**src/rtl/core_timing_pkg.sv**
```systemverilog
// Shared constants for the flags, condition and cycle timing block.
// Assumes a single 40 MHz system clock and byte-addressed I/O space.
package core_timing_pkg;
    // I/O register byte addresses
    localparam logic [23:0] ADDR_PC_LIMIT  = 24'hffe004;
    localparam logic [23:0] ADDR_SP_LIMIT  = 24'hffe00c;
    localparam logic [23:0] ADDR_FLAGS     = 24'hffe010;
    localparam logic [23:0] ADDR_CORE_CTL  = 24'hffe012;
    // Reset values
    localparam logic [31:0] PC_LIMIT_RST   = 32'hffffffff;
    localparam logic [31:0] SP_LIMIT_RST   = 32'h00000000;
    localparam logic [7:0]  FLAGS_RST      = 8'h00;
    localparam logic [7:0]  CORE_CTL_RST   = 8'hff;
    localparam logic [7:0]  CORE_CTL_WMASK = 8'h03;
    localparam logic [31:0] UNMAPPED_READ  = 32'hffffffff;
    // Flag bit positions inside the flags byte
    localparam int FLAG_C     = 7;
    localparam int FLAG_Z     = 6;
    localparam int FLAG_S     = 5;
    localparam int FLAG_V     = 4;
    localparam int FLAG_B     = 3;
    localparam int FLAG_USER  = 2;
    localparam int FLAG_CHAINED_IRQ_ENABLE = 1;
    localparam int FLAG_GLOBAL_IRQ_ENABLE  = 0;
    // Data sizes
    localparam logic [1:0] SIZE_BYTE = 2'h0;
    localparam logic [1:0] SIZE_WORD = 2'h1;
    localparam logic [1:0] SIZE_QUAD = 2'h2;
    // Flag generation kinds
    localparam logic [2:0] FOP_NONE  = 3'h0;
    localparam logic [2:0] FOP_ADD   = 3'h1;
    localparam logic [2:0] FOP_SUB   = 3'h2;
    localparam logic [2:0] FOP_LOGIC = 3'h3;
    localparam logic [2:0] FOP_SHIFT = 3'h4;
    localparam logic [2:0] FOP_BLANK = 3'h5;
    // Instruction timing classes
    localparam logic [3:0] CLS_SIMPLE   = 4'h0;
    localparam logic [3:0] CLS_MEM_LOAD = 4'h1;
    localparam logic [3:0] CLS_MEM_SRC  = 4'h2;
    localparam logic [3:0] CLS_MEM_DST  = 4'h3;
    localparam logic [3:0] CLS_MUL      = 4'h4;
    localparam logic [3:0] CLS_SIGNED_DIVIDE_OP     = 4'h5;
    localparam logic [3:0] CLS_UNSIGNED_DIVIDE_OP     = 4'h6;
    localparam logic [3:0] CLS_WIDE_UNSIGNED_DIVIDE_OP   = 4'h7;
    localparam logic [3:0] CLS_SHIFT    = 4'h8;
    localparam logic [3:0] CLS_XSHIFT   = 4'h9;
    localparam logic [3:0] CLS_JUMP     = 4'ha;
    localparam logic [3:0] CLS_TRAP     = 4'hb;
    localparam logic [3:0] CLS_LINK     = 4'hc;
    localparam logic [3:0] CLS_UNLINK   = 4'hd;
    // Cycle figures
    localparam logic [9:0] CYC_MIN      = 10'h001;
    localparam logic [9:0] CYC_MUL_S    = 10'h00a;
    localparam logic [9:0] CYC_MUL_L    = 10'h012;
    localparam logic [9:0] CYC_DIV_S    = 10'h011;
    localparam logic [9:0] CYC_DIV_L    = 10'h021;
    localparam logic [9:0] CYC_DIV64    = 10'h022;
    localparam logic [9:0] CYC_LINK     = 10'h002;
    localparam logic [9:0] VEC_ACCESSES = 10'h004;
    localparam logic [9:0] STK_TRAP     = 10'h006;
    localparam logic [9:0] STK_FRAME    = 10'h004;
    localparam logic [31:0] SMALL_LIMIT = 32'h00010000;
    localparam logic [4:0] SHIFT_GROUP  = 5'h08;
endpackage

```
**src/rtl/core_flags_timing.sv**
```systemverilog
// Flags generation, branch condition test and execution cycle timing.
// Assumes the fetch unit reports when the next instruction is fetched.
// How it works
// - Simple register or immediate ops take one cycle
// - Multiply takes 10 small, 18 otherwise
// - Signed divide 17/18 small, 33/34 large
// - Unsigned divide 17 or 33; wide 34
// - Shift count/8 plus count%8; extended count+1
// - Jumps, calls and prefixes take zero cycles
// - Trap: 1 + 4 vector + 6 stack times
// - Link 2+4 stack times; unlink 1+4
// - Bus time is (waits+1) times ceiling ratio
// - Load then indirect base use adds one cycle
// - Stall until the next instruction is fetched
// - Entry pushes flags; return reloads stacked flags
// - Flags sized by destination, full for registers
// - Carry is carry or borrow at msb
// - Zero set when sized result is zero
// - Sign copies the sized result msb
// - Overflow from add, subtract, shift; logic clears
// - Blank set when tested operand was zero
// - User bit only written explicitly, reset zero
// - Entry copies old global enable to chained enable
// - Codes 0-7 test blank, lt, le, ule, v, s, z, c
// - Codes 8-15 invert codes 0-7
// - Global enable gates maskable interrupts, writable
`timescale 1ns/100ps
module core_flags_timing
    import core_timing_pkg::*;
#(
    parameter int WAIT_W = 4
)(
    // Clock and reset
    input  wire logic              clk_sys,
    input  wire logic              rst,
    // I/O register port
    input  wire logic [23:0]       io_addr,
    input  wire logic              io_wr_en,
    input  wire logic [31:0]       io_wdata,
    output logic      [31:0]       io_rdata_reg,
    // Instruction issue
    input  wire logic              op_valid,
    input  wire logic [3:0]        op_class,
    input  wire logic [31:0]       opnd_dst,
    input  wire logic [31:0]       opnd_src,
    input  wire logic              div_negative,
    input  wire logic [4:0]        shift_count,
    input  wire logic              op_writes_base,
    input  wire logic [3:0]        op_dst_reg,
    input  wire logic              op_uses_base,
    input  wire logic [3:0]        op_base_reg,
    output logic                   op_ready_reg,
    output logic                   exec_done_reg,
    output logic      [9:0]        exec_cycles_reg,
    // Bus timing inputs
    input  wire logic [WAIT_W-1:0] data_waits,
    input  wire logic [1:0]        data_size,
    input  wire logic              data_bus_wide,
    input  wire logic [WAIT_W-1:0] vec_waits,
    input  wire logic              vec_bus_wide,
    input  wire logic [WAIT_W-1:0] stk_waits,
    input  wire logic              stk_bus_wide,
    // Fetch unit status
    input  wire logic              next_fetch_done,
    // Flag generation
    input  wire logic              flag_en,
    input  wire logic [2:0]        flag_op,
    input  wire logic              dst_is_mem,
    input  wire logic [31:0]       alu_result,
    input  wire logic              shift_carry,
    input  wire logic              shift_prev_msb,
    input  wire logic [31:0]       blank_operand,
    input  wire logic              flag_wr_en,
    input  wire logic [7:0]        flag_wr_mask,
    input  wire logic [7:0]        flag_wr_val,
    // Interrupt entry and return
    input  wire logic              entry_event,
    input  wire logic              interrupt_return_op_event,
    input  wire logic [7:0]        interrupt_return_op_flags,
    output logic      [7:0]        flags_push_reg,
    output logic                   irq_enable_reg,
    // Branch condition
    input  wire logic [3:0]        branch_condition_field,
    output logic                   branch_taken_reg,
    // Flags and control state
    output logic      [7:0]        flags_reg,
    output logic      [31:0]       pc_limit_reg,
    output logic      [31:0]       sp_limit_reg,
    output logic      [1:0]        dma_bw_reg
);

    // Execution sequencer states
    typedef enum logic [2:0] {
        ST_IDLE  = 3'b001,
        ST_RUN   = 3'b010,
        ST_FETCH = 3'b100
    } exec_state_t;

    // Memory bus time: (waits+1) * ceil(bytes/bus bytes)
    function automatic logic [9:0] bus_time(input logic [WAIT_W-1:0] w,
                                            input logic [1:0] sz,
                                            input logic wide);
        logic [9:0] per;
        logic [9:0] n;
        per = 10'(w) + CYC_MIN;
        case (sz)
            SIZE_BYTE: n = 10'h001;
            SIZE_WORD: n = wide ? 10'h001 : 10'h002;
            default:   n = wide ? 10'h002 : 10'h004;
        endcase
        return 10'(per * n);
    endfunction

    // Mask of the active data size
    function automatic logic [31:0] size_mask(input logic [1:0] sz);
        case (sz)
            SIZE_BYTE: return 32'h000000ff;
            SIZE_WORD: return 32'h0000ffff;
            default:   return 32'hffffffff;
        endcase
    endfunction

    // Most significant bit at the active data size
    function automatic logic size_msb(input logic [31:0] v, input logic [1:0] sz);
        case (sz)
            SIZE_BYTE: return v[7];
            SIZE_WORD: return v[15];
            default:   return v[31];
        endcase
    endfunction

    // State registers
    exec_state_t state_reg;
    exec_state_t state_next;
    logic [9:0]  count_reg;        // Cycles left in RUN
    logic [9:0]  count_next;
    logic        base_pend_reg;    // Previous op loaded a base register
    logic [3:0]  base_idx_reg;     // Which register it loaded

    // Cycle cost decode
    wire logic       accept    = op_valid && (state_reg == ST_IDLE);
    wire logic       small_mul = (opnd_dst < SMALL_LIMIT) && (opnd_src < SMALL_LIMIT);
    wire logic       small_div = opnd_dst < SMALL_LIMIT;
    wire logic [9:0] data_bt   = bus_time(data_waits, data_size, data_bus_wide);
    wire logic [9:0] vec_bt    = bus_time(vec_waits, SIZE_QUAD, vec_bus_wide);
    wire logic [9:0] stk_bt    = bus_time(stk_waits, SIZE_QUAD, stk_bus_wide);
    wire logic [9:0] div_base  = small_div ? CYC_DIV_S : CYC_DIV_L;
    wire logic [9:0] shift_cyc = 10'(shift_count / SHIFT_GROUP)
                               + 10'(shift_count % SHIFT_GROUP);
    wire logic       hazard    = base_pend_reg && op_uses_base
                              && (op_base_reg == base_idx_reg);
    logic [9:0] base_cycles;

    // Minimum cycle count per class
    always_comb
    begin
        case (op_class)
            CLS_SIMPLE:   base_cycles = CYC_MIN;
            CLS_MEM_LOAD: base_cycles = data_bt;
            CLS_MEM_SRC:  base_cycles = 10'(CYC_MIN + data_bt);
            CLS_MEM_DST:  base_cycles = 10'(data_bt + data_bt);
            CLS_MUL:      base_cycles = small_mul ? CYC_MUL_S : CYC_MUL_L;
            CLS_SIGNED_DIVIDE_OP:     base_cycles = 10'(div_base + 10'(div_negative));
            CLS_UNSIGNED_DIVIDE_OP:     base_cycles = div_base;
            CLS_WIDE_UNSIGNED_DIVIDE_OP:   base_cycles = CYC_DIV64;
            CLS_SHIFT:    base_cycles = shift_cyc;
            CLS_XSHIFT:   base_cycles = 10'(10'(shift_count) + CYC_MIN);
            CLS_JUMP:     base_cycles = 10'h000;
            CLS_TRAP:     base_cycles = 10'(CYC_MIN + VEC_ACCESSES * vec_bt
                                         + STK_TRAP * stk_bt);
            CLS_LINK:     base_cycles = 10'(CYC_LINK + STK_FRAME * stk_bt);
            CLS_UNLINK:   base_cycles = 10'(CYC_MIN + STK_FRAME * stk_bt);
            default:      base_cycles = CYC_MIN;
        endcase
    end

    // Load-use delay adds one cycle
    wire logic [9:0] op_cycles = 10'(base_cycles + 10'(hazard));

    // Sequencer next state
    always_comb
    begin
        state_next = state_reg;
        count_next = count_reg;
        case (state_reg)
            ST_IDLE:
            begin
                if (accept)
                begin
                    count_next = op_cycles;
                    state_next = (op_cycles == 10'h000) ? ST_FETCH : ST_RUN;
                end
            end
            ST_RUN:
            begin
                count_next = count_reg - 10'h001;
                if (count_reg == 10'h001)
                    state_next = ST_FETCH;
            end
            ST_FETCH:
            begin
                // Hold until the following instruction is in
                if (next_fetch_done)
                    state_next = ST_IDLE;
            end
            default:
            begin
                state_next = ST_IDLE;
                count_next = 10'h000;
            end
        endcase
    end

    wire logic finish = (state_reg == ST_FETCH) && next_fetch_done;

    // Sequencer registers
    always_ff @(posedge clk_sys or posedge rst)
    begin
        if (rst)
        begin
            state_reg       <= ST_IDLE;
            count_reg       <= 10'h000;
            op_ready_reg    <= 1'b1;
            exec_done_reg   <= 1'b0;
            exec_cycles_reg <= 10'h000;
        end
        else
        begin
            state_reg     <= state_next;
            count_reg     <= count_next;
            op_ready_reg  <= (state_next == ST_IDLE);
            exec_done_reg <= finish;
            if (accept)
                exec_cycles_reg <= op_cycles;
        end
    end

    // Remember the last register loaded as a possible base
    always_ff @(posedge clk_sys or posedge rst)
    begin
        if (rst)
        begin
            base_pend_reg <= 1'b0;
            base_idx_reg  <= 4'h0;
        end
        else if (accept)
        begin
            base_pend_reg <= op_writes_base;
            base_idx_reg  <= op_dst_reg;
        end
    end

    // Flag generation datapath
    wire logic [1:0]  fsize   = dst_is_mem ? data_size : SIZE_QUAD;
    wire logic [31:0] fmask   = size_mask(fsize);
    wire logic [31:0] am      = opnd_dst & fmask;
    wire logic [31:0] bm      = opnd_src & fmask;
    wire logic [32:0] add_wide = {1'b0, am} + {1'b0, bm};
    wire logic [31:0] res     = (flag_op == FOP_ADD) ? add_wide[31:0]
                              : (flag_op == FOP_SUB) ? (am - bm) : alu_result;
    wire logic        res_msb = size_msb(res, fsize);
    wire logic        res_zero = (res & fmask) == 32'h00000000;
    wire logic        sa      = size_msb(am, fsize);
    wire logic        sb      = size_msb(bm, fsize);
    wire logic        add_c   = add_wide > {1'b0, fmask};
    wire logic        sub_c   = am < bm;
    wire logic        add_v   = (sa == sb) && (res_msb != sa);
    wire logic        sub_v   = (sa != sb) && (res_msb == sb);
    wire logic        blank   = blank_operand == 32'h00000000;
    logic [7:0] alu_flags;

    // Arithmetic flag update per operation kind
    always_comb
    begin
        alu_flags = flags_reg;
        case (flag_op)
            FOP_ADD, FOP_SUB:
            begin
                alu_flags[FLAG_C] = (flag_op == FOP_ADD) ? add_c : sub_c;
                alu_flags[FLAG_V] = (flag_op == FOP_ADD) ? add_v : sub_v;
                alu_flags[FLAG_Z] = res_zero;
                alu_flags[FLAG_S] = res_msb;
                alu_flags[FLAG_B] = blank;
            end
            FOP_LOGIC:
            begin
                alu_flags[FLAG_V] = 1'b0;
                alu_flags[FLAG_Z] = res_zero;
                alu_flags[FLAG_S] = res_msb;
                alu_flags[FLAG_B] = blank;
            end
            FOP_SHIFT:
            begin
                alu_flags[FLAG_C] = shift_carry;
                alu_flags[FLAG_V] = shift_prev_msb != res_msb;
                alu_flags[FLAG_Z] = res_zero;
                alu_flags[FLAG_S] = res_msb;
            end
            FOP_BLANK: alu_flags[FLAG_B] = blank;
            default:   alu_flags = flags_reg;
        endcase
    end

    // Register port decode
    wire logic hit_pc    = io_addr == ADDR_PC_LIMIT;
    wire logic hit_sp    = io_addr == ADDR_SP_LIMIT;
    wire logic hit_flags = io_addr == ADDR_FLAGS;
    wire logic hit_ctl   = io_addr == ADDR_CORE_CTL;
    wire logic sw_flags  = io_wr_en && hit_flags;
    wire logic [7:0] ins_flags = (flags_reg & ~flag_wr_mask)
                               | (flag_wr_val & flag_wr_mask);

    // Flags byte: entry, return, writes, then ALU
    always_ff @(posedge clk_sys or posedge rst)
    begin
        if (rst)
        begin
            flags_reg      <= FLAGS_RST;
            flags_push_reg <= FLAGS_RST;
        end
        else if (entry_event)
        begin
            flags_push_reg        <= flags_reg;
            flags_reg[FLAG_CHAINED_IRQ_ENABLE] <= flags_reg[FLAG_GLOBAL_IRQ_ENABLE];
        end
        else if (interrupt_return_op_event)
            flags_reg <= interrupt_return_op_flags;
        else if (sw_flags)
            flags_reg <= io_wdata[7:0];
        else if (flag_wr_en)
            flags_reg <= ins_flags;
        else if (flag_en)
            flags_reg <= alu_flags;
    end

    // Limit and control registers
    always_ff @(posedge clk_sys or posedge rst)
    begin
        if (rst)
        begin
            pc_limit_reg <= PC_LIMIT_RST;
            sp_limit_reg <= SP_LIMIT_RST;
            dma_bw_reg   <= CORE_CTL_RST[1:0];
        end
        else if (io_wr_en)
        begin
            if (hit_pc)
                pc_limit_reg <= io_wdata;
            if (hit_sp)
                sp_limit_reg <= io_wdata;
            if (hit_ctl)
                dma_bw_reg <= io_wdata[1:0];
        end
    end

    // Read data mux, unmapped reads as all ones
    wire logic [7:0]  ctl_view = (CORE_CTL_RST & ~CORE_CTL_WMASK) | {6'h00, dma_bw_reg};
    wire logic [31:0] rd_mux   = hit_pc    ? pc_limit_reg
                               : hit_sp    ? sp_limit_reg
                               : hit_flags ? {24'h000000, flags_reg}
                               : hit_ctl   ? {24'h000000, ctl_view}
                               : UNMAPPED_READ;

    // Branch condition evaluation
    wire logic sxv   = flags_reg[FLAG_S] ^ flags_reg[FLAG_V];
    logic      cond_base;
    always_comb
    begin
        case (branch_condition_field[2:0])
            3'h0:    cond_base = flags_reg[FLAG_B];
            3'h1:    cond_base = sxv;
            3'h2:    cond_base = flags_reg[FLAG_Z] | sxv;
            3'h3:    cond_base = flags_reg[FLAG_C] | flags_reg[FLAG_Z];
            3'h4:    cond_base = flags_reg[FLAG_V];
            3'h5:    cond_base = flags_reg[FLAG_S];
            3'h6:    cond_base = flags_reg[FLAG_Z];
            default: cond_base = flags_reg[FLAG_C];
        endcase
    end
    wire logic cond_true = cond_base ^ branch_condition_field[3];

    // Registered status outputs
    always_ff @(posedge clk_sys or posedge rst)
    begin
        if (rst)
        begin
            io_rdata_reg     <= UNMAPPED_READ;
            branch_taken_reg <= 1'b0;
            irq_enable_reg   <= 1'b0;
        end
        else
        begin
            io_rdata_reg     <= rd_mux;
            branch_taken_reg <= cond_true;
            irq_enable_reg   <= flags_reg[FLAG_GLOBAL_IRQ_ENABLE];
        end
    end

    // Cycles spent in RUN, checked against the issued cost
    logic [9:0] run_seen_reg;
    always_ff @(posedge clk_sys or posedge rst)
    begin
        if (rst)
            run_seen_reg <= 10'h000;
        else if (accept)
            run_seen_reg <= 10'h000;
        else if (state_reg == ST_RUN)
            run_seen_reg <= run_seen_reg + 10'h001;
    end

    AST_RUN_LENGTH: assert property (@(posedge clk_sys) disable iff (rst)
        (state_reg == ST_RUN) && (state_next == ST_FETCH)
        |-> (run_seen_reg + 10'h001 == exec_cycles_reg))
        else $error("run length differs from issued cycle count");

    AST_MUL_COST: assert property (@(posedge clk_sys) disable iff (rst)
        accept && (op_class == CLS_MUL) && !hazard
        |=> (exec_cycles_reg == ($past(small_mul) ? 10'h00a : 10'h012)))
        else $error("multiply cycle count wrong");

    AST_SIGNED_DIVIDE_OP_COST: assert property (@(posedge clk_sys) disable iff (rst)
        accept && (op_class == CLS_SIGNED_DIVIDE_OP) && !hazard && small_div && div_negative
        |=> (exec_cycles_reg == 10'h012))
        else $error("signed divide negative small cost wrong");

    AST_JUMP_ZERO: assert property (@(posedge clk_sys) disable iff (rst)
        accept && (op_class == CLS_JUMP) && !hazard
        |=> (state_reg == ST_FETCH))
        else $error("jump spent execution cycles");

    AST_FETCH_STALL: assert property (@(posedge clk_sys) disable iff (rst)
        (state_reg == ST_FETCH) && !next_fetch_done |=> !exec_done_reg)
        else $error("finished before next fetch completed");

    AST_HAZARD_ADD: assert property (@(posedge clk_sys) disable iff (rst)
        accept && hazard |=> (exec_cycles_reg == $past(base_cycles) + 10'h001))
        else $error("load-use delay cycle missing");

    AST_CHAIN_COPY: assert property (@(posedge clk_sys) disable iff (rst)
        entry_event |=> (flags_reg[FLAG_CHAINED_IRQ_ENABLE] == $past(flags_reg[FLAG_GLOBAL_IRQ_ENABLE]))
                        && (flags_push_reg == $past(flags_reg)))
        else $error("entry did not push flags or copy enable");

    AST_INTERRUPT_RETURN_OP_LOAD: assert property (@(posedge clk_sys) disable iff (rst)
        interrupt_return_op_event && !entry_event |=> (flags_reg == $past(interrupt_return_op_flags)))
        else $error("return did not reload flags");

    AST_USER_KEEP: assert property (@(posedge clk_sys) disable iff (rst)
        flag_en && !flag_wr_en && !sw_flags && !entry_event && !interrupt_return_op_event
        |=> $stable(flags_reg[FLAG_USER]))
        else $error("user bit changed by arithmetic");

    AST_COND_INVERT: assert property (@(posedge clk_sys) disable iff (rst)
        (branch_condition_field[2:0] == 3'h6)
        |=> (branch_taken_reg == ($past(flags_reg[FLAG_Z]) ^ $past(branch_condition_field[3]))))
        else $error("branch condition sense wrong");

endmodule

```
**config.mk**
```make
export PLATFORM = sky130hd
export DESIGN_NAME = core_flags_timing
export DESIGN_NICKNAME = d
export VERILOG_FILES = /design/src/rtl/core_timing_pkg.sv /design/src/rtl/core_flags_timing.sv
export SDC_FILE = /design/constraint.sdc
export NUM_CORES = 1
export LEC_CHECK = 0
export BUFFER_PORTS_ARGS = -buffer_cell sky130_fd_sc_hd__buf_2
export CORE_UTILIZATION = 54
export DETAILED_ROUTE_END_ITERATION = 10
export PLACE_DENSITY = 0.82
export SLEW_MARGIN = 40
export SYNTH_ARGS = -nofsm -noshare
export SYNTH_HDL_FRONTEND = slang
export SYNTH_SLANG_ARGS = --single-unit
```
**constraint.sdc**
```tcl
create_clock -name clk_sys -period 5.35 [get_ports clk_sys]
set_input_delay 0.2675 -clock clk_sys [delete_from_list [all_inputs] [get_ports clk_sys]]
set_output_delay 0.2675 -clock clk_sys [all_outputs]
set_load 0.02 [all_outputs]
```
-- Word-level counts from Yosys, hierarchy flattened
Index checks and enable logic that the tools add are counted.
- register bits after elaboration: 146
- bits in latches: 0
- memory bits (writable): 0
- memory bits (read-only): 0
- bits of input ports: 264
- output and inout bits: 128
- word-level logic and storage cells: 165
- memories: 0
- $add $sub $neg: 16
- $mul: 4
- divide/modulo/power cells: 0
- magnitude comparators: 4
- eq/ne operators: 42
- shift-type cells: 0
- multiplexer cells: 37
- bitwise gates (word level): 13
- reduce and logical (&&, ||, !) cells: 30
- operators by type and width (cell ; number):
    32-bit two-way mux ; 6
    10-bit case mux with 13 select lines ; 1
    32-bit bitwise AND ; 3
    24-bit == test (second input constant) ; 4
    32-bit logical NOT ; 2
    32-bit by 17-bit < comparator with 1-bit output (second input constant) ; 2
    32-bit case mux with 2 select lines ; 1
    32-bit by 32-bit adder with 33-bit output ; 1
    33-bit by 32-bit > comparator with 1-bit output ; 1
    32-bit < comparator ; 1
    8-bit two-way mux ; 4
    32-bit subtractor ; 1
    1-bit by 10-bit adder with 10-bit output (first input constant) ; 3
    10-bit case mux with 3 select lines ; 1
    4-bit == test (second input constant) ; 6
    3-bit two-way mux ; 7
    10-bit adder ; 2
    3-bit == test (second input constant) ; 6
    3-bit case mux with 3 select lines ; 2
    8-bit bitwise AND ; 2
    4-bit by 3-bit == test with 1-bit output (second input constant) ; 4
    5-bit by 3-bit multiplier with 8-bit output ; 2
    4-bit by 1-bit adder with 5-bit output (second input constant) ; 3
    3-bit by 2-bit == test with 1-bit output (second input constant) ; 5
    42 further kinds ; 76

-- Depth between registers and ports, before layout
Gate-level depths: netlist of the first run.
- depth in word-level cells: 17
- depth in mapped cells: 31
- mapped depth without buffers: 29

-- Worst setup path after synthesis of the first run
Ideal clock, no wire load.
- kind: input port to flip-flop
- start: input port data_size[1]
- end: register with a tool-made name
- library setup time: 136 ps
- arrival: 5540 ps
- data required time: 5214 ps
- setup slack: -326 ps
- cell stages on the path: 28
- path buffers: 3
- cell sequence: nand2b_1 clkbuf_1 inv_1 nand2b_1 clkbuf_1 and2_1 ha_1 buf_2 or4_1 a211oi_2 o21ai_1 o311ai_0 a221o_1 nand2_1 o31a_1 xnor2_1 ha_1 nand4_1 inv_1 nand3_1 nor3_1 nand2_1 or2_0 a311oi_1 o21ai_1 a211o_1 o211ai_1 a31oi_1
- RTL lines (what ; line ; source):
    start, declared ; core_flags_timing.sv:57 ; input wire logic [1:0] data_size,

==> reports/results.ini, run 1 <==
[status]
status = completed

[synth]
syn-mean-instance-area_um2 = 8.274
synth-edff-count = 0
synthDominantCellAreaShare = 0.1408
mapped_cells = 1676
synthDominantAreaCellType = sky130_fd_sc_hd__dfrtp_1
seq_area_frac_synth = 0.2696
yosys_warnings = 0
syn_area_um2 = 13870
number_of_distinct_library_cells_after_synthesis = 81
synth-main-ff-cell = sky130_fd_sc_hd__dfrtp_1
synth_seq_cells = 146
postSynth.asyncResetShare = 1.000
post_synth_main_area_contributors = sky130_fd_sc_hd__dfrtp_1, sky130_fd_sc_hd__dfstp_2, sky130_fd_sc_hd__ha_1

[timing]
report.final.slew_viol_count = 0
maxClockFrequency_ghz = 0.1987
grt_setup_unrepaired = false
setup_viol_count_final = 0
fin_hold_ws_ns = 0.05254
worst_slack_ns = 0.3171
period_minus_slack_ns = 5.033
fin_setup_tns_ns = 0
slew_headroom = 0.4660
period_utilisation_layout = 0.9407
worst_pin_slew_ns = 0.7808
hold_viol = 0
finClkSkew_ns = 0.01315

[cts]
clock_tree.htree_level_count = 4
cts_post_setup_buffers_inserted = 0
clkSlewWorstSetupHoldPaths_ns = 0.07
clkSinkCount = 146
cts_tree = yes
cts-buffers-inserted = 17
cts_buffer_depth = 2
clk_root_buffer_cell = sky130_fd_sc_hd__clkbuf_16
worst_skew_late_latency_ns = 0.42

[drt]
route.vias.total = 14484
first_iter_violations = 1259
detail_route.wl_per_cell_um = 18.98
detail-route-antenna-nets = 0
postRouteWirelength_um = 45660
drc_errors = 0
drt_pass1_iterations = 7
route.detailed.vias_per_inst = 6.022

[final_layout]
multiInputGateArea_um2 = 9465
final_util = 0.6694
flow.area_growth_from_synthesis_pct = 21.56
drive_above_1_share = 0.3129
layout.nets = 2439
regArea_um2 = 3739
final.fill_count = 2156

[grt]
grt_antenna_before_repair = 19
global_route.overflow_total = 0
grt_pass1_vias = 13669
grt_first_pass_wirelength_um = 69310
grt.total_usage = 0.3323
grt_max_degree = 105

[place]
gp_routability_congestion = 0.9565
place_ws_ns = -0.06893
buffer_ports.inserted = 391
hpwl_um = 35770

[pwr]
p_leak_nw = 8.254
max-vdd-ir-drop_v = 0.0001888
pwrdens_nw_per_um2 = 254.8
total_chip_power_w = 0.004295

[floorplanning]
num_rows = 58
chipHeight_um = 162.3
placeableCoreArea_um2 = 25180
initial_core_util = 0.5507
boundaryPins = 392
fp.dieW_um = 162.3
die_area_um2 = 26330

[worst_hold_path]
min-delay-start = branch_condition_field[3]
path_category_of_the_worst_min_delay_check = in2reg

[setup_path]
worst-endpoint-arrival_ns = 5.31
critical_path.endpoint_type = flop
setup.worst_path.start = data_size[1]
startpoint_type = input pin
critical_path_class = in2reg
r2r-start = base_idx_reg[1]$_DFFE_PP0P_
worstPathMaxFanout = 5
critical_path_required_ns = 5.63

[job]
number_of_max_capacitance_violations_reported = 0

## Yosys cell counts (5+ instances only)
cell type,number
sky130_fd_sc_hd__xor2_1,30
sky130_fd_sc_hd__and3_1,8
sky130_fd_sc_hd__and2_1,35
sky130_fd_sc_hd__o31ai_1,13
sky130_fd_sc_hd__a22oi_1,6
sky130_fd_sc_hd__dfrtp_1,78
sky130_fd_sc_hd__nand4_1,14
sky130_fd_sc_hd__o21ai_0,160
sky130_fd_sc_hd__nor3_1,37
sky130_fd_sc_hd__a2111oi_0,6
sky130_fd_sc_hd__nand2_1,122
sky130_fd_sc_hd__nor2b_1,30
sky130_fd_sc_hd__a211oi_1,16
sky130_fd_sc_hd__o211ai_1,8
sky130_fd_sc_hd__mux2i_1,11
sky130_fd_sc_hd__a221o_1,7
sky130_fd_sc_hd__or4_1,10
sky130_fd_sc_hd__a31oi_1,22
sky130_fd_sc_hd__ha_1,121
sky130_fd_sc_hd__xnor2_1,61
sky130_fd_sc_hd__mux2_2,93
sky130_fd_sc_hd__dfstp_2,68
sky130_fd_sc_hd__a21o_1,28
sky130_fd_sc_hd__clkbuf_1,61
sky130_fd_sc_hd__buf_1,6
sky130_fd_sc_hd__o22ai_1,8
sky130_fd_sc_hd__o21a_1,15
sky130_fd_sc_hd__nor3b_1,12
sky130_fd_sc_hd__o31a_1,6
sky130_fd_sc_hd__inv_1,90
sky130_fd_sc_hd__nor2_1,124
sky130_fd_sc_hd__o21bai_1,15
sky130_fd_sc_hd__a221oi_1,5
sky130_fd_sc_hd__nor4_1,40
sky130_fd_sc_hd__nand2b_1,27
sky130_fd_sc_hd__fa_1,9
sky130_fd_sc_hd__buf_2,11
sky130_fd_sc_hd__nand3_1,48
sky130_fd_sc_hd__a21oi_1,133
## report_power, final
part	internal (W)	leakage (nW)	total, W	switching (W)
clock network	0.000619	0.278	0.00116	0.000538
registers	0.00124	1.74	0.00133	0.0000967
logic	0.000743	6.23	0.00180	0.00106
## metal layers
layer	vias up	track usage	share of wire
met5	-	0	0.00022
met4	2	0.1685	0.048
met3	149	0.04469	0.064
met2	671	0.5794	0.49
met1	6829	0.3991	0.39
li1	6833	-	-
## critical path: stages
cell and delay (ns):
sky130_fd_sc_hd__buf_2 0.10, sky130_fd_sc_hd__nand2b_1 0.20, sky130_fd_sc_hd__clkinvlp_4 0.13, sky130_fd_sc_hd__nand2b_4 0.09, sky130_fd_sc_hd__and2_1 0.19, sky130_fd_sc_hd__ha_1 0.36, sky130_fd_sc_hd__or4_1 0.55, sky130_fd_sc_hd__a211oi_2 0.21
sky130_fd_sc_hd__o21ai_1 0.13, sky130_fd_sc_hd__o311ai_0 0.36, sky130_fd_sc_hd__buf_4 0.18, sky130_fd_sc_hd__a221o_1 0.15, sky130_fd_sc_hd__buf_4 0.12, sky130_fd_sc_hd__nand3_1 0.08, sky130_fd_sc_hd__a31oi_1 0.20, sky130_fd_sc_hd__xnor2_1 0.18
sky130_fd_sc_hd__ha_1 0.29, sky130_fd_sc_hd__a21o_1 0.16, sky130_fd_sc_hd__a21oi_1 0.17, sky130_fd_sc_hd__nor3b_1 0.22, sky130_fd_sc_hd__o2111ai_1 0.15, sky130_fd_sc_hd__a311oi_1 0.23, sky130_fd_sc_hd__o21ai_1 0.10, sky130_fd_sc_hd__a211o_1 0.31
sky130_fd_sc_hd__o211ai_1 0.09, sky130_fd_sc_hd__a31oi_1 0.09
## final cells by class
type | count | area share
timing repair buffer | 432 | 0.1346
inverter | 92 | 0.02115
clock inverter | 15 | 0.008684
antenna | 17 | 0.002524
sequential | 146 | 0.2218
multi-input combinational | 1356 | 0.5615
tap | 330 | 0.02449
clock buffer | 17 | 0.02524
## kinds of logic (layout without fill, tap and decap cells)
logic type,count (synthesis),count (layout),synth area share
AND/OR/NAND/NOR,534,534,0.1938
AO/OA/AOI/OAI,494,494,0.2225
buffers and inverters,175,556,0.04999
flip-flops,146,146,0.2696
adder cells (fa/ha/maj),131,131,0.1229
multiplexers,104,104,0.08346
XOR/XNOR,91,91,0.05748
other,1,19,0.0002704
## timing repair
action / CTS / global route
hold buffers: 1 / 0
hold endpoints to repair: 16 / 0
gates resized for setup: 0 / 0
## metrics by stage
step	cell area (um2)	cells
after floorplan	13890	1677
after global placement	16220	2355
after CTS	16810	2388
after global routing	16860	2405
after detailed placement	16230	2355
final	16860	2405
## layout by cell type (no fill, tap or decap), drive strengths merged, types with 40 or more instances in the layout
master | Yosys | layout
nand2 | 124 | 124
ha | 121 | 121
o21ai | 164 | 164
nand3 | 48 | 48
inv | 90 | 97
dfrtp | 78 | 78
nor2 | 124 | 124
a21oi | 133 | 133
nor4 | 40 | 40
buf | 22 | 431
mux2 | 93 | 93
dfstp | 68 | 68
xnor2 | 61 | 61
## worst paths after layout
kind                                                       end  slack (ns)  depth (start not counted)
worst max-delay path                                      flop        0.32                         26
worst min-delay path                branch_taken_reg$_DFF_PP0_        0.05                          2
worst max register to register          state_reg[1]$_DFF_PP0_        2.15                         13
worst min register to register  exec_cycles_reg[7]$_DFFE_PP0P_        0.48                          2
max in group asynchronous           io_rdata_reg[25]$_DFF_PP1_        3.71                          4
min in group asynchronous       exec_cycles_reg[1]$_DFFE_PP0P_        0.51                          3
(Power assumes the default switching activity.)
==> run 2, diff against run 1 <==
PLACE_DENSITY = 0.79   (was 0.82)
==> run 2 against run 1 <==
Net effect:
- combinational power barely moved
- count of clock-buffer cells in the layout rose by 1
- clock power about the same
- die area did not move
- total power increased by 0.86%
- final cell count is essentially flat
- worst setup slack improved by 0.12 ns
- sequential power about the same
- sequential share of layout area barely moved
- first-iteration DRC count rose by 2.9%
- core utilization rose by 0.065 points
- register-to-register slack improved by 0.22 ns
- largest cell class unchanged
==> reports/results.ini, run 2 (same netlist as run 1, synthesis figures left out) <==
[setup_path]
critical_path_required_ns = 5.65  ; +0.02 ns
critical_path_class = in2reg
reg2regPathDepth = 13  ; unchanged
rrSetupSlack_ns = 2.37  ; +0.22 ns
worstPathMaxFanout = 7  ; +2
r2r-start = base_idx_reg[1]$_DFFE_PP0P_
regToRegEndpoint = state_reg[1]$_DFF_PP0_
worst-endpoint-arrival_ns = 5.21  ; -0.10 ns
setup.worst_path.start = data_size[1]
startpoint_type = input pin
critical_path.endpoint_type = flop

[place]
placed_cell_area_um2 = 16240  ; about the same
gp_routability_congestion = 0.9319  ; -2.6%
hpwl_um = 36500  ; +2.0%
buffer_ports.inserted = 391  ; unchanged

[cts]
cts_buffer_depth = 2  ; unchanged
clkSinkCount = 146  ; unchanged
clkSlewWorstSetupHoldPaths_ns = 0.07  ; about the same
clk_root_buffer_cell = sky130_fd_sc_hd__clkbuf_16
clock_tree.htree_level_count = 4  ; unchanged
cts_tree = yes
cts-buffers-inserted = 17  ; unchanged
worst_skew_late_latency_ns = 0.43  ; about the same

[pwr]
p_leak_nw = 8.256  ; about the same
pwrdens_nw_per_um2 = 256.8  ; +0.77%
max-vdd-ir-drop_v = 0.0001974  ; +4.6%

[timing]
period_utilisation_layout = 0.9178  ; -0.02293
worst_pin_slew_ns = 0.8300  ; +0.04925 ns
period_minus_slack_ns = 4.910  ; -0.1227 ns
setup_viol_count_final = 0  ; unchanged
report.final.slew_viol_count = 0  ; unchanged
slew_headroom = 0.4391  ; -0.02692
maxClockFrequency_ghz = 0.2037  ; +2.5%
finClkSkew_ns = 0.006990  ; -0.006159 ns
fin_hold_ws_ns = 0.03873  ; -0.01381 ns
grt_setup_unrepaired = false
hold_viol = 0  ; unchanged

[floorplanning]
initial_core_util = 0.5507  ; unchanged
die_area_um2 = 26330  ; unchanged
fp.dieW_um = 162.3  ; unchanged
num_rows = 58  ; unchanged
chipHeight_um = 162.3  ; unchanged
boundaryPins = 392  ; unchanged
placeableCoreArea_um2 = 25180  ; unchanged

[grt]
grt_pass1_vias = 13531  ; -1.0%
grt_antenna_before_repair = 13  ; -6
grt.total_usage = 0.3425  ; +0.01014
grt_max_degree = 106  ; +0.95%
grt_first_pass_wirelength_um = 71100  ; +2.6%
global_route.overflow_total = 0  ; unchanged

[drt]
first_iter_violations = 1295  ; +2.9%
detail-route-antenna-nets = 0  ; unchanged
route.detailed.vias_per_inst = 5.980  ; -0.71%
detail_route.wl_per_cell_um = 19.19  ; +1.1%
drt_pass1_iterations = 6  ; -1
drc_errors = 0  ; unchanged
route.vias.total = 14375  ; -0.75%
postRouteWirelength_um = 46140  ; +1.1%

[final_layout]
layout.cells.most_common = sky130_fd_sc_hd__buf_2
final_design_area_no_fill_um2 = 16870  ; about the same
flow.area_growth_from_synthesis_pct = 21.68  ; about the same
most-common-layout-cells = sky130_fd_sc_hd__buf_2, sky130_fd_sc_hd__o21ai_0, sky130_fd_sc_hd__a21oi_1
layout.nets = 2439  ; unchanged
drive_above_1_share = 0.3129  ; unchanged
final.fill_count = 2136  ; -0.93%

[status]
status = completed

[worst_hold_path]
worst_hold_path.num_cells = 2  ; unchanged
path_category_of_the_worst_min_delay_check = in2reg

[job]
number_of_max_capacitance_violations_reported = 0  ; unchanged

## run 2: changes by cell type in the layout (fill, tap and decap cells not counted), sizes merged
cell,change
diode,-1
clkinvlp,+1
bufinv,+1
clkbuf,+1
clkinv,-3
## run 2: worst min-delay path by stage
stage,slack [ns],startpoint,endpoint
floorplan,0.36,branch_condition_field[3],branch_taken_reg$_DFF_PP0_
global placement,0.46,exec_cycles_reg[6]$_DFFE_PP0P_,exec_cycles_reg[6]$_DFFE_PP0P_
finish,0.04,branch_condition_field[3],branch_taken_reg$_DFF_PP0_
global route,0.05,branch_condition_field[3],branch_taken_reg$_DFF_PP0_
CTS,0.03,branch_condition_field[3],branch_taken_reg$_DFF_PP0_
detailed placement,0.45,rst,base_idx_reg[2]$_DFFE_PP0P_
## run 2: routing by layer
metal,GRT usage,part of all wire,up-vias
met5,0,0,-
met1,0.4188,0.40,6787
met3,0.05235,0.062,126
met2,0.5864,0.49,634
met4,0.1664,0.043,0
li1,-,-,6828
## run 2: critical path: stages
cell	delay (ns)
sky130_fd_sc_hd__buf_2	0.10
sky130_fd_sc_hd__nand2b_1	0.20
sky130_fd_sc_hd__clkinvlp_4	0.13
sky130_fd_sc_hd__nand2b_4	0.09
sky130_fd_sc_hd__buf_4	0.17
sky130_fd_sc_hd__and2_1	0.17
sky130_fd_sc_hd__ha_1	0.37
sky130_fd_sc_hd__or4_1	0.42
sky130_fd_sc_hd__a211o_1	0.34
sky130_fd_sc_hd__o31ai_4	0.20
sky130_fd_sc_hd__nand2_1	0.08
sky130_fd_sc_hd__o21ai_0	0.20
sky130_fd_sc_hd__xnor2_1	0.13
sky130_fd_sc_hd__ha_1	0.31
sky130_fd_sc_hd__nand4_1	0.15
sky130_fd_sc_hd__nor4_1	0.31
sky130_fd_sc_hd__o221ai_1	0.16
sky130_fd_sc_hd__nor4_1	0.30
sky130_fd_sc_hd__nand2_1	0.08
sky130_fd_sc_hd__or2_0	0.19
sky130_fd_sc_hd__a311oi_1	0.25
sky130_fd_sc_hd__o21ai_1	0.10
sky130_fd_sc_hd__a211o_1	0.30
sky130_fd_sc_hd__o211ai_1	0.09
sky130_fd_sc_hd__a31oi_1	0.09
## run 2: layout make-up
cell class / instances / area [um2] / area share
multi-input cells: 1356 / 9473 / 0.5614
flip-flops and latches: 146 / 3739 / 0.2216
repair buffers: 432 / 2270 / 0.1345
clock buffers: 18 / 439.2 / 0.02603
well taps: 330 / 412.9 / 0.02447
inverters: 92 / 356.6 / 0.02113
clock inverters: 14 / 143.9 / 0.008527
diodes: 16 / 40.04 / 0.002373
## run 2: metrics by stage
stage	setup slack, ns	TNS [ns]	util	power, W	cells
3_5_place_dp	-0.03280	-0.03280	0.6448	0.003119	2355
4_1_cts	0.4242	0	0.6684	0.004317	2388
3_3_place_gp	0.05219	0	0.6441	0.003077	2355
2_1_floorplan	0.01166	0	-	0.002592	1677
6_report	0.4398	0	0.6701	0.004332	2404
5_1_grt	0.09240	0	0.6698	0.004574	2401
## run 2: timing repair
item	in CTS	in global routing
hold buffers	1	0
buffers inserted	0	0
setup endpoints to repair	0	1
endpoints found under the hold margin	22	0
gates resized for setup	0	1
## run 2: power by group
part | switching [W] | internal [W] | leakage (nW)
clock network | 0.000523 | 0.000669 | 0.280
logic | 0.00106 | 0.000744 | 6.23
registers | 0.0000954 | 0.00124 | 1.74
total | 0.00168 | 0.00265 | 8.26
==> run 3, diff against run 2 <==
CORE_UTILIZATION = 49   (was 54)
PLACE_DENSITY = 0.76   (was 0.79)
clock period = 4 ns   (was 5.35 ns; I/O delays follow)
==> run 3 against run 2 <==
Net effect:
- register-to-register slack got worse by 1.5 ns
- the run now ends with setup timing left
- first-iteration DRC count fell by 3.2%
- combinational power rose by 61%
- hold slack got worse by 0.026 ns
- core utilization rose by 1.8 points
- largest power group unchanged
- total power rose by 44%
- final area rose by 13%
- count of clock-buffer cells in the layout did not move
- non-clock buffer count rose by 239
- clock power rose by 28%
- sequential share of layout area fell by 2.6 points
- critical path type unchanged
- sequential power rose by 35%
==> reports/results.ini, run 3 (same netlist as run 1, synthesis figures left out) <==
[place]
buffer_ports.inserted = 391  ; unchanged
hpwl_um = 40360  ; +11%
gp_routability_congestion = 0.9324  ; about the same
placed_cell_area_um2 = 18140  ; +12%
place_ws_ns = -1.015  ; -0.9820 ns

[cts]
clk_root_buffer_cell = sky130_fd_sc_hd__clkbuf_16
cts-buffers-inserted = 17  ; unchanged
clkSlewWorstSetupHoldPaths_ns = 0.07  ; about the same
worst_skew_late_latency_ns = 0.43  ; about the same
cts_tree = yes
cts_buffer_depth = 2  ; unchanged
clkSinkCount = 146  ; unchanged
clock_tree.htree_level_count = 4  ; unchanged

[timing]
period_minus_slack_ns = 4.545
worst_pin_slew_ns = 0.7466  ; -0.08339 ns
slew_headroom = 0.5022  ; +0.06314
fin_hold_ws_ns = 0.01262  ; -0.02611 ns
maxClockFrequency_ghz = 0.2200
period_utilisation_layout = 1.136
grt_setup_unrepaired = true
hold_viol = 0  ; unchanged
report.final.slew_viol_count = 0  ; unchanged
worst_slack_ns = -0.5446  ; -0.9844 ns
finClkSkew_ns = 0.01345  ; +0.006457 ns
setup_viol_count_final = 2  ; +2

[job]
number_of_max_capacitance_violations_reported = 0  ; unchanged

[status]
status = finished, violations left
violated_checks = setup timing

[floorplanning]
die_area_um2 = 28980  ; +10%
boundaryPins = 392  ; unchanged
initial_core_util = 0.4991  ; -0.05154
placeableCoreArea_um2 = 27780  ; +10%
chipHeight_um = 170.2  ; +4.9%
fp.dieW_um = 170.2  ; +4.9%
num_rows = 61  ; +5.2%

[final_layout]
most-common-layout-cells = sky130_fd_sc_hd__buf_2, sky130_fd_sc_hd__buf_4, sky130_fd_sc_hd__o21ai_0
flow.area_growth_from_synthesis_pct = 37.90
final_design_area_no_fill_um2 = 19120  ; +13%
final_util = 0.6883  ; +0.01822
layout.cells.most_common = sky130_fd_sc_hd__buf_2
drive_above_1_share = 0.4049  ; +0.09195
final.fill_count = 2360  ; +10%
layout.nets = 2678  ; +9.8%

[grt]
grt_antenna_before_repair = 22  ; +9
grt.total_usage = 0.3400  ; -0.002442
grt_max_degree = 64  ; -40%
grt_pass1_vias = 14694  ; +8.6%
grt_first_pass_wirelength_um = 76780  ; +8.0%
global_route.overflow_total = 0  ; unchanged

[drt]
postRouteWirelength_um = 51100  ; +11%
route.detailed.vias_per_inst = 5.764  ; -3.6%
first_iter_violations = 1254  ; -3.2%
drc_errors = 0  ; unchanged
drt_pass1_iterations = 5  ; -1
detail_route.wl_per_cell_um = 18.93  ; -1.4%
route.vias.total = 15556  ; +8.2%
detail-route-antenna-nets = 0  ; unchanged

[pwr]
pwrdens_nw_per_um2 = 325.3  ; +27%
p_leak_nw = 9.513  ; +15%
max-vdd-ir-drop_v = 0.0002747  ; +39%
total_chip_power_w = 0.006220  ; +44%

[worst_hold_path]
path_category_of_the_worst_min_delay_check = in2reg

[setup_path]
critical_path_required_ns = 4.29  ; -1.36 ns
worst-endpoint-arrival_ns = 4.84  ; -0.37 ns
crit_slowest_cell = sky130_fd_sc_hd__or4_4
startpoint_type = input pin
critical_path.endpoint_type = flop
worstPathMaxFanout = 7  ; unchanged
max_stage_delay_ns = 0.52  ; +0.10 ns
critical_path_class = in2reg

[run 3: cell types whose count changed in the layout (fill, tap and decap cells not counted), sizes merged]
cell	before	now
clkinv	4	6
inv	97	96
diode	16	24
bufinv	1	0
dlygate4sd3	1	6
buf	431	665
[run 3: path summary, 6_finish.rpt]
check	start	end	slack [ns]	cells after the start
min in group asynchronous	rst	exec_cycles_reg[9]$_DFFE_PP0P_	0.35	3
worst min register to register	exec_cycles_reg[7]$_DFFE_PP0P_	exec_cycles_reg[7]$_DFFE_PP0P_	0.48	2
worst min-delay path	io_wdata[10]	pc_limit_reg[10]$_DFFE_PP1P_	0.01	2
worst max register to register	base_idx_reg[1]$_DFFE_PP0P_	exec_cycles_reg[8]$_DFFE_PP0P_	0.91	13
worst max-delay path	data_size[1]	flop	-0.54	26
max in group asynchronous	rst	pc_limit_reg[27]$_DFFE_PP1P_	2.68	5
[run 3: final cells by class]
class                           instances  area [um2]  area share
Antenna cell                           24       60.06    0.003141
Clock buffer                           18       429.2     0.02244
Clock inverter                         14       121.4    0.006347
Inverter                               92       352.8     0.01845
Multi-Input combinational cell       1356        9807      0.5129
Sequential cell                       146        3739      0.1955
Tap cell                              378       473.0     0.02473
Timing Repair Buffer                  671        4140      0.2165
[run 3: power breakdown]
group          internal [W]  switching [W]
Combinational       0.00133        0.00158
Sequential          0.00166       0.000130
Clock              0.000815       0.000705
Total               0.00380        0.00242
[run 3: metrics by stage]
step / setup TNS [ns] / instances
after floorplan: -1.330 / 1677
after global placement: -5.025 / 2630
after detailed placement: -5.426 / 2632
after CTS: -0.5222 / 2671
after global routing: -1.077 / 2695
final: -0.6515 / 2699
[run 3: repair_timing]
| item | 4_1_cts | 5_1_grt |
|---|---|---|
| setup buffers | 1 | 4 |
| setup endpoints to repair | 5 | 12 |
| resized for setup | 5 | 48 |
| pin swaps | 7 | 37 |
| hold endpoints to repair | 14 | 0 |
| hold buffers | 6 | 0 |
[run 3: worst max-delay path, delay by kind of cell]
kind | cells | cell delay (ns)
AOI/OAI and AO/OA | 10 | 2.00
xor gates and xnor gates | 1 | 0.15
adders and majority gates | 2 | 0.54
buffers and inverters | 3 | 0.27
and+or+nand+nor | 10 | 1.66
[run 3: routing by layer]
layer | share of wire | global-route usage | up-vias | routed length (um)
li1 | - | - | 7309 | -
met1 | 0.40 | 0.4104 | 7430 | 20240
met4 | 0.053 | 0.1935 | 4 | 2697
met3 | 0.067 | 0.05953 | 162 | 3401
met5 | 0.00035 | 0 | - | 18
met2 | 0.48 | 0.5707 | 651 | 24750
